File: src/gpd_consts.vh
`ifndef GPD_CONSTS_VH
`define GPD_CONSTS_VH

// ****************************************************************
// Register offsets.
// ****************************************************************
`define GPD_ADDR_W 8
`define GPD_OFS_LATCH 8'h00
`define GPD_OFS_SET 8'h04
`define GPD_OFS_CLEAR 8'h08
`define GPD_OFS_TOGGLE 8'h0C
`define GPD_OFS_INPUT 8'h10
`define GPD_OFS_DIR 8'h14

// ****************************************************************
// Reset values and data width.
// ****************************************************************
`define GPD_DATA_W 32
`define GPD_RST_LATCH 32'h00000000
`define GPD_RST_INPUT 32'h00000000
`define GPD_RST_DIR 32'h00000000
`define GPD_ZERO 32'h00000000

`endif

File: src/gpd_port.v
// Decided for this implementation: the address-and-strobe port.
`timescale 1ns/1ps
`include "gpd_consts.vh"
// ****************************************************************
// General-purpose I/O port with latch, strobes, input and direction.
// ****************************************************************
module gpd_port #(
  parameter [`GPD_DATA_W-1:0] IMPL_MASK = 32'hFFFFFFFF
) (
  // Clock, enable and reset.
  input wire clk,
  input wire ce,
  input wire srst,
  // Register port.
  input wire [`GPD_ADDR_W-1:0] addr,
  input wire [`GPD_DATA_W-1:0] wdata,
  input wire wr_en,
  input wire rd_en,
  output reg [`GPD_DATA_W-1:0] rdata,
  output reg bus_err,
  // Pin mux status per pin.
  input wire [`GPD_DATA_W-1:0] pin_digital,
  input wire [`GPD_DATA_W-1:0] pin_ctrl_en,
  // Pins.
  input wire [`GPD_DATA_W-1:0] pin_in,
  output reg [`GPD_DATA_W-1:0] pin_out,
  output reg [`GPD_DATA_W-1:0] pin_oe
);
  // ****************************************************************
  // Register state.
  // ****************************************************************
  reg [`GPD_DATA_W-1:0] output_latch_q;
  reg [`GPD_DATA_W-1:0] pin_direction_q;
  reg [`GPD_DATA_W-1:0] pin_input_sample_q;

  // ****************************************************************
  // Next values and answers.
  // ****************************************************************
  reg [`GPD_DATA_W-1:0] output_latch_d;
  reg [`GPD_DATA_W-1:0] pin_direction_d;
  wire [`GPD_DATA_W-1:0] pin_input_sample_d;
  wire [`GPD_DATA_W-1:0] latch_after_toggle;
  reg [`GPD_DATA_W-1:0] rdata_d;
  reg err_d;

  // ****************************************************************
  // Address decode and strobe signals.
  // ****************************************************************
  reg hit;
  reg sel_latch;
  reg sel_set;
  reg sel_clear;
  reg sel_toggle;
  reg sel_input;
  reg sel_dir;
  reg wr_latch;
  reg wr_set;
  reg wr_clear;
  reg wr_toggle;
  reg wr_dir;
  reg access;
  reg [`GPD_DATA_W-1:0] set_mask;
  reg [`GPD_DATA_W-1:0] clear_mask;
  reg [`GPD_DATA_W-1:0] toggle_mask;
  wire [`GPD_DATA_W-1:0] pin_sync;
  genvar g;

  // ****************************************************************
  // Pin synchroniser.
  // ****************************************************************
  gpd_sync #(
    .W(`GPD_DATA_W)
  ) u_sync (
    .clk(clk),
    .srst(srst),
    .ce(ce),
    .async_in(pin_in),
    .sync_out(pin_sync)
  );

  // ****************************************************************
  // Address decode.
  // ****************************************************************
  always @* begin
    sel_latch = 1'b0;
    sel_set = 1'b0;
    sel_clear = 1'b0;
    sel_toggle = 1'b0;
    sel_input = 1'b0;
    sel_dir = 1'b0;
    case (addr)
      `GPD_OFS_LATCH: begin
        sel_latch = 1'b1;
      end
      `GPD_OFS_SET: begin
        sel_set = 1'b1;
      end
      `GPD_OFS_CLEAR: begin
        sel_clear = 1'b1;
      end
      `GPD_OFS_TOGGLE: begin
        sel_toggle = 1'b1;
      end
      `GPD_OFS_INPUT: begin
        sel_input = 1'b1;
      end
      `GPD_OFS_DIR: begin
        sel_dir = 1'b1;
      end
      default: begin
        sel_latch = 1'b0;
      end
    endcase
    hit = sel_latch | sel_set | sel_clear | sel_toggle | sel_input | sel_dir;
  end

  // ****************************************************************
  // Access qualification.
  // ****************************************************************
  always @* begin
    access = wr_en | rd_en;
    wr_latch = wr_en & sel_latch;
    wr_set = wr_en & sel_set;
    wr_clear = wr_en & sel_clear;
    wr_toggle = wr_en & sel_toggle;
    wr_dir = wr_en & sel_dir;
  end

  // ****************************************************************
  // Write masks for the set, clear and toggle registers.
  // ****************************************************************
  always @* begin
    set_mask = `GPD_ZERO;
    if (wr_set) begin
      set_mask = wdata;
    end
  end

  always @* begin
    clear_mask = `GPD_ZERO;
    if (wr_clear) begin
      clear_mask = wdata;
    end
  end

  always @* begin
    toggle_mask = `GPD_ZERO;
    if (wr_toggle) begin
      toggle_mask = wdata;
    end
  end

  // ****************************************************************
  // Per-pin latch update and input sampling.
  // ****************************************************************
  generate
    for (g = 0; g < `GPD_DATA_W; g = g + 1) begin : g_pin
      wire set_bit;
      wire clear_bit;
      wire toggle_bit;
      wire live_bit;
      wire hold_bit;
      assign set_bit = output_latch_q[g] | set_mask[g];
      assign clear_bit = set_bit & ~clear_mask[g];
      assign toggle_bit = clear_bit ^ toggle_mask[g];
      assign latch_after_toggle[g] = toggle_bit;
      assign live_bit = pin_sync[g] & pin_digital[g];
      assign hold_bit = pin_ctrl_en[g] ? live_bit : pin_input_sample_q[g];
      assign pin_input_sample_d[g] = IMPL_MASK[g] & hold_bit;
    end
  endgenerate

  // ****************************************************************
  // Latch and direction next values.
  // ****************************************************************
  always @* begin
    output_latch_d = latch_after_toggle;
    if (wr_latch) begin
      output_latch_d = wdata;
    end
  end

  always @* begin
    pin_direction_d = pin_direction_q;
    if (wr_dir) begin
      pin_direction_d = wdata;
    end
  end

  // ****************************************************************
  // Read data.
  // ****************************************************************
  always @* begin
    rdata_d = `GPD_ZERO;
    if (rd_en) begin
      case (addr)
        `GPD_OFS_LATCH: begin
          rdata_d = output_latch_q;
        end
        `GPD_OFS_SET: begin
          rdata_d = `GPD_ZERO;
        end
        `GPD_OFS_CLEAR: begin
          rdata_d = `GPD_ZERO;
        end
        `GPD_OFS_TOGGLE: begin
          rdata_d = `GPD_ZERO;
        end
        `GPD_OFS_INPUT: begin
          rdata_d = pin_input_sample_q;
        end
        `GPD_OFS_DIR: begin
          rdata_d = pin_direction_q;
        end
        default: begin
          rdata_d = `GPD_ZERO;
        end
      endcase
    end
  end

  // ****************************************************************
  // Error answer.
  // ****************************************************************
  always @* begin
    err_d = 1'b0;
    if (access && !hit) begin
      err_d = 1'b1;
    end
  end

  // ****************************************************************
  // Output latch register.
  // ****************************************************************
  always @(posedge clk) begin
    if (srst) begin
      output_latch_q <= `GPD_RST_LATCH;
    end else if (ce) begin
      output_latch_q <= output_latch_d;
    end
  end

  // ****************************************************************
  // Direction register.
  // ****************************************************************
  always @(posedge clk) begin
    if (srst) begin
      pin_direction_q <= `GPD_RST_DIR;
    end else if (ce) begin
      pin_direction_q <= pin_direction_d;
    end
  end

  // ****************************************************************
  // Input sample register.
  // ****************************************************************
  always @(posedge clk) begin
    if (srst) begin
      pin_input_sample_q <= `GPD_RST_INPUT;
    end else if (ce) begin
      pin_input_sample_q <= pin_input_sample_d;
    end
  end

  // ****************************************************************
  // Read data register.
  // ****************************************************************
  always @(posedge clk) begin
    if (srst) begin
      rdata <= `GPD_ZERO;
    end else if (ce) begin
      rdata <= rdata_d;
    end
  end

  // ****************************************************************
  // Error register.
  // ****************************************************************
  always @(posedge clk) begin
    if (srst) begin
      bus_err <= 1'b0;
    end else if (ce) begin
      bus_err <= err_d;
    end
  end

  // ****************************************************************
  // Pin level drivers.
  // ****************************************************************
  always @(posedge clk) begin
    if (srst) begin
      pin_out <= `GPD_RST_LATCH;
    end else if (ce) begin
      pin_out <= output_latch_d;
    end
  end

  // ****************************************************************
  // Pin output enables.
  // ****************************************************************
  always @(posedge clk) begin
    if (srst) begin
      pin_oe <= `GPD_RST_DIR;
    end else if (ce) begin
      pin_oe <= pin_direction_d;
    end
  end
endmodule // gpd_port

File: src/gpd_sync.v
`timescale 1ns/1ps
// ****************************************************************
// Two-stage synchroniser for a bus of pin levels.
// ****************************************************************
module gpd_sync #(
  parameter W = 32
) (
  // Clock, enable and reset.
  input wire clk,
  input wire srst,
  input wire ce,
  // Levels.
  input wire [W-1:0] async_in,
  output reg [W-1:0] sync_out
);
  reg [W-1:0] meta_q;

  always @(posedge clk) begin
    if (srst) begin
      meta_q <= {W{1'b0}};
      sync_out <= {W{1'b0}};
    end else if (ce) begin
      meta_q <= async_in;
      sync_out <= meta_q;
    end
  end
endmodule // gpd_sync

File: config.mk
export PLATFORM = sky130hd
export DESIGN_NAME = gpd_port
export DESIGN_NICKNAME = d
export VERILOG_FILES = /design/src/gpd_port.v /design/src/gpd_sync.v
export VERILOG_INCLUDE_DIRS = /design/src
export SDC_FILE = /design/constraint.sdc
export NUM_CORES = 1
export LEC_CHECK = 0
export BUFFER_PORTS_ARGS = -buffer_cell sky130_fd_sc_hd__buf_2
export CAP_MARGIN = 25
export CORE_MARGIN = 10
export CORE_UTILIZATION = 25
export CTS_BUF_LIST = sky130_fd_sc_hd__clkbuf_8
export DETAILED_ROUTE_END_ITERATION = 8
export PLACE_DENSITY_LB_ADDON = 0.2
export SKIP_LAST_GASP = 1
export SLEW_MARGIN = 20
export SYNTH_ARGS = -nofsm -noshare
export SYNTH_HDL_FRONTEND = slang
export SYNTH_SLANG_ARGS = --single-unit
File: constraint.sdc
create_clock -name clk -period 2.5 [get_ports clk]
set_clock_uncertainty 0.05 [all_clocks]
set_input_delay 0.125 -clock clk [delete_from_list [all_inputs] [get_ports clk]]
set_output_delay 0.125 -clock clk [all_outputs]
set_load 0.02 [all_outputs]
# After elaboration in Yosys (flattened, before gate mapping)
# Index checks and enable logic that the tools add are counted.
[totals]
reg_bits = 193
in_bits = 141
out_inout_bits = 97
word_cells = 264
[op_classes]
eq_ne = 5
mux = 14
bitwise = 171
n_reduce_logical = 36
[op_table]
columns = ["op", "n"]
rows = [
  ["32-bit two-way mux", 6],
  ["32-bit one-hot mux with 3 select lines", 1],
  ["1-bit AND", 69],
  ["2-bit AND reduction", 33],
  ["1-bit OR", 38],
  ["1-bit inverter", 32],
  ["1-bit bitwise XOR", 32],
  ["8-bit by 4-bit == test with 1-bit output, second input constant", 2],
  ["8-bit by 5-bit == test with 1-bit output, second input constant", 2],
  ["8-bit by 3-bit == test with 1-bit output, second input constant", 1],
  ["8-bit logical NOT", 1],
  ["1-bit two-way mux", 7],
  ["1-bit logical AND", 1],
  ["1-bit logical NOT", 1],
]

# Longest topological paths before layout
[logic_depth]
depth_word = 10
depth_mapped = 7
ltp_nobuf = 4

# By module
# A second synthesis with hierarchy kept.
[hier_totals]
hier_cells = 947
hier_area_um2 = 8552.0
[by_module_without_submodules]
columns = ["module", "n_inst", "cells_per_inst", "area_each_um2", "seq_area_each_um2"]
rows = [
  ["gpd_port", 1, 741, 6261.0, 2582.5],
  ["gpd_sync", 1, 206, 2290.9, 1281.2],
]

# Worst setup path before layout
# No wires, ideal clock.
[synth_timing]
path_kind = "input to register"
from = "input port addr[4]"
to = "register pin_out[0]"
setup_time_ps = 124
arrival_time_ps = 1490
required_time_ps = 2326
slack_ps = 837
path_stages = 7
path_buffers = 3
cell_sequence = "buf_6 -> or4b_4 -> or2_1 -> buf_6 -> buf_6 -> o211ai_2 -> nand3_1"
[synth_between]
elab_chain_cells = 8
word_cells_on_any_way = 20
cone_classes = "3 x eq/ne; 8 x mux; 8 x bitwise; 1 x reduce/logical"
[synth_rtl]
columns = ["item", "line", "rtl"]
rows = [
  ["start: declaration", "gpd_port.v:15", "input wire [`GPD_ADDR_W-1:0] addr,"],
  ["8-bit by 3-bit == test with 1-bit output or 8-bit by 4-bit == test with 1-bit output (tied branches)", "gpd_port.v:91", "case (addr)"],
  ["1-bit two-way mux", "gpd_port.v:91", ""],
  ["1-bit AND, on equally long branches", "gpd_port.v:123, gpd_port.v:124", ""],
  ["32-bit two-way mux, on equally long branches", "gpd_port.v:134, gpd_port.v:141", ""],
  ["1-bit OR or 1-bit inverter (tied branches)", "gpd_port.v:163, gpd_port.v:164", ""],
  ["1-bit AND", "gpd_port.v:164", "assign clear_bit = set_bit & ~clear_mask[g];"],
  ["1-bit bitwise XOR", "gpd_port.v:165", "assign toggle_bit = clear_bit ^ toggle_mask[g];"],
  ["32-bit two-way mux *", "gpd_port.v:178", "if (wr_latch) begin"],
  ["end signal: assignment", "gpd_port.v:292", "pin_out <= `GPD_RST_LATCH;"],
  ["end signal: assignment", "gpd_port.v:294", "pin_out <= output_latch_d;"],
  ["end: declaration", "gpd_port.v:26", "output reg [`GPD_DATA_W-1:0] pin_out,"],
]
# Mark *: on every way between the ends. The rest lies on a longest branch, timed or not.
# A chain may end at the register's enable or synchronous reset.

# Worst setup path after layout
[layout_timing]
from = "input port ce"
to = "register pin_input_sample_q[3]"
[layout_between]
elab_chain_cells = 1
[layout_rtl]
columns = ["item", "line", "rtl"]
rows = [
  ["start: declaration", "gpd_port.v:12", "input wire ce,"],
  ["2-bit AND reduction (no line)", "n/a", ""],
  ["end signal: assignment", "gpd_port.v:259", "pin_input_sample_q <= `GPD_RST_INPUT;"],
  ["end signal: assignment", "gpd_port.v:261", "pin_input_sample_q <= pin_input_sample_d;"],
  ["end: declaration", "gpd_port.v:34", "reg [`GPD_DATA_W-1:0] pin_input_sample_q;"],
]
# Every way passes these cells.

==> impl_metrics.env <==
export IMPL_pre_cts_ws_ns=0.534
export IMPL_area_growth_pct=42.4
export IMPL_layout_drive_gt1_share_pct=27.7
export IMPL_yosysTopAreaCell="dfxtp_1"
export IMPL_start_util_pct=25.2
export IMPL_clock_fmax_mhz=445
export IMPL_wirelength_um=31400
export IMPL_pwr_share_clk_pct=36.9
export IMPL_cts_setup_buffers=0
export IMPL_coreArea_um2=33400
export IMPL_yosysWarnings=0
export IMPL_drtAntennaViolNets=0
export IMPL_synth_top_area_share_pct=46.0
export IMPL_status="completed"
export IMPL_worst_slack_ns=0.250
export IMPL_rsz0062_at_grt="no"
export IMPL_post_route_period_util_pct=90.0
export IMPL_drt_vias_per_instance=4.56
export IMPL_cp_arrival_ns=2.63
export IMPL_grt_pass1_wl_um=47600
export IMPL_async_reset_ff_share_pct=0
export IMPL_via_count=7929
export IMPL_cts_htree_levels=4
export IMPL_cp_required_ns=2.88
export IMPL_finalCriticalPeriod_ns=2.25
export IMPL_hpwl_um=21800
export IMPL_grt_max_degree=130
export IMPL_dieArea_um2=41400
export IMPL_cts_tree="yes"
export IMPL_path_class="input port to flip-flop"
export IMPL_p_sw_mw=1.57
export IMPL_grt_overflow=0
export IMPL_dr_pass1_iters=5
export IMPL_worstPathMaxFanout=65
export IMPL_clk_latency_ns=0.49
export IMPL_setup_viol=0
export IMPL_finalHoldViolCount=0
export IMPL_route_detailed_drc=0
export IMPL_antenna_found_initial=6
export IMPL_io_pins=238
export IMPL_yosysUniqueCellTypes=31
export IMPL_endpoint="pin_input_sample_q[3]"
export IMPL_synthFlopType="dfxtp_1"
export IMPL_r2r_start="u_sync.sync_out[3]"
export IMPL_ys_ff_latch=193
export IMPL_postSynthCellCount=927
export IMPL_critPathLaunchType="input port"
export IMPL_yosysMostFrequentCell="dfxtp_1"
export IMPL_gp_congestion=0.778
export IMPL_first_global_vias=7820
export IMPL_power_density_nw_per_um2=507
export IMPL_whs_ns=0.0667
export IMPL_p_leak_nw=5.14
export IMPL_io_buffers=237
export IMPL_slew_headroom_pct=48.2
export IMPL_finalPower_mw=6.06
export IMPL_r2r_end="pin_input_sample_q[3]"
export IMPL_tightest_slew_ns=0.776
export IMPL_path_clk_slew_ns=0.10
export IMPL_die_w_um=203
export IMPL_crit_start="ce"
export IMPL_ir_worst_vdd_mv=0.406
export IMPL_clockBufferDepth=2
export IMPL_synth_nets=1068
export IMPL_reg2reg_depth=4
export IMPL_cts_root_buf="clkbuf_8"
export IMPL_drt_iter0_drc=404
export IMPL_synth_edf_count=0
export IMPL_cap_violations=0
export IMPL_grtUsageTotal_pct=14.8
export IMPL_end_kind="flip-flop"
export IMPL_die_y_um=203
export IMPL_synth_area_um2=8400
export IMPL_r2r_setup_slack_ns=0.59
export IMPL_nets=1419
export IMPL_ys_top_cells_by_area="dfxtp_1 46%, mux2i_1 11%, nand2_1 5.7%"
export IMPL_setup_tns_ns=0
export IMPL_holdCritPathClass="input port to flip-flop"
export IMPL_drv_slew=0
export IMPL_wl_per_cell_um=18.1
export IMPL_sw_frac_of_total_pct=26.0
export IMPL_pwr_share_seq_pct=52.1
export IMPL_clock_sink_count=193
export IMPL_yosysSeqAreaShare_pct=46.0
export IMPL_combPwrFrac_pct=10.9
export IMPL_synth_commonest_cells="193 x dfxtp_1, 128 x nand2_1, 100 x nor2_1, 96 x mux2i_1, 64 x a21oi_1"
export IMPL_cts_buffers=17
export IMPL_syn_avg_cell_area_um2=9.07
export IMPL_rows=67
export IMPL_p_int_mw=4.49
==> cells by family after synthesis <==
logic type             synth area share [%]
flip-flops                             46.0
multiplexers                           15.7
AO/OA/AOI/OAI                          14.1
AND/OR/NAND/NOR                        19.9
buffers and inverters                  4.29
==> cells in the final DEF, fill, tap and decap left out, types with 19 or more instances in the layout <==
cell / instances
nand4_1: 33
dlygate4sd3_1: 150
o21ai_0: 34
nand3_1: 31
clkbuf_8: 19
dfxtp_1: 193
a21oi_1: 64
mux2_2: 32
o211ai_2: 30
nor2_1: 98
mux2i_1: 96
nand3b_1: 31
nor3_1: 31
nand2_1: 128
a22oi_1: 32
buf_2: 235
==> cell type report <==
class                           instances  area (um2)
Clock inverter                         11         154
Tap cell                              448         561
Clock buffer                           19         262
Multi-Input combinational cell        657        4200
Antenna cell                            2        5.00
Fill cell                            3510       21400
Sequential cell                       193        3860
Inverter                                2        7.51
Timing Repair Buffer                  407        2910
==> state kept, by name, summed over array words and instances (netlist names) <==
name,cells
bus_err,1
u_sync.meta_q,32
u_sync.sync_out,32
rdata,32
pin_input_sample_q,32
pin_out,32
pin_oe,32
==> per-layer routing <==
metal | global-route usage, % | vias to the layer above | routed length (um)
li1 | - | 3998 | -
met5 | 0 | - | 21
met3 | 3.65 | 21 | 1720
met2 | 22.4 | 200 | 14200
met1 | 20.2 | 3706 | 15100
met4 | 4.40 | 4 | 404
==> worst max-delay path, cell delays in order <==
cell and delay, ns:
dlygate4sd3_1 0.59, buf_6 0.19, buf_16 0.28, nand4_1 0.12, dlygate4sd3_1 0.57, a21oi_1 0.16
dlygate4sd3_1 0.58
==> power by group through the flow <==
stage | clock network (mW) | registers (mW) | logic [mW]
2_1_floorplan | 0 | 3.22 | 0.286
3_3_place_gp | 0 | 3.23 | 0.525
3_5_place_dp | 0 | 3.23 | 0.527
4_1_cts | 2.36 | 3.16 | 0.661
5_1_grt | 2.46 | 3.17 | 0.728
6_report | 2.24 | 3.16 | 0.664
==> worst min path at each step <==
stage,startpoint,to,slack [ns],cells past startpoint
after floorplan,pin_in[0],u_sync.meta_q[0],0.22,2
after global placement,pin_in[14],u_sync.meta_q[14],0.31,3
after detailed placement,pin_in[12],u_sync.meta_q[12],0.32,3
after CTS,addr[6],bus_err,0.008,4
after global routing,addr[6],bus_err,0.04,4
final,addr[6],bus_err,0.07,4
==> repair_timing <==
action / 4_1_cts / 5_1_grt
endpoints found under the hold margin: 129 / 0
endpoints found under the setup margin: 0 / 18
hold buffers: 150 / 0
resized for setup: 0 / 1
==> metrics by stage <==
| stage | cells | cell area (um2) | utilization [%] |
|---|---|---|---|
| after floorplan | 927 | 8400 | - |
| after global placement | 1556 | 10000 | 30.0 |
| after detailed placement | 1556 | 10000 | 30.0 |
| after CTS | 1736 | 11900 | 35.7 |
| after global routing | 1738 | 12000 | 35.9 |
| final | 1739 | 12000 | 35.9 |
Power figures use the tool's default switching activity.
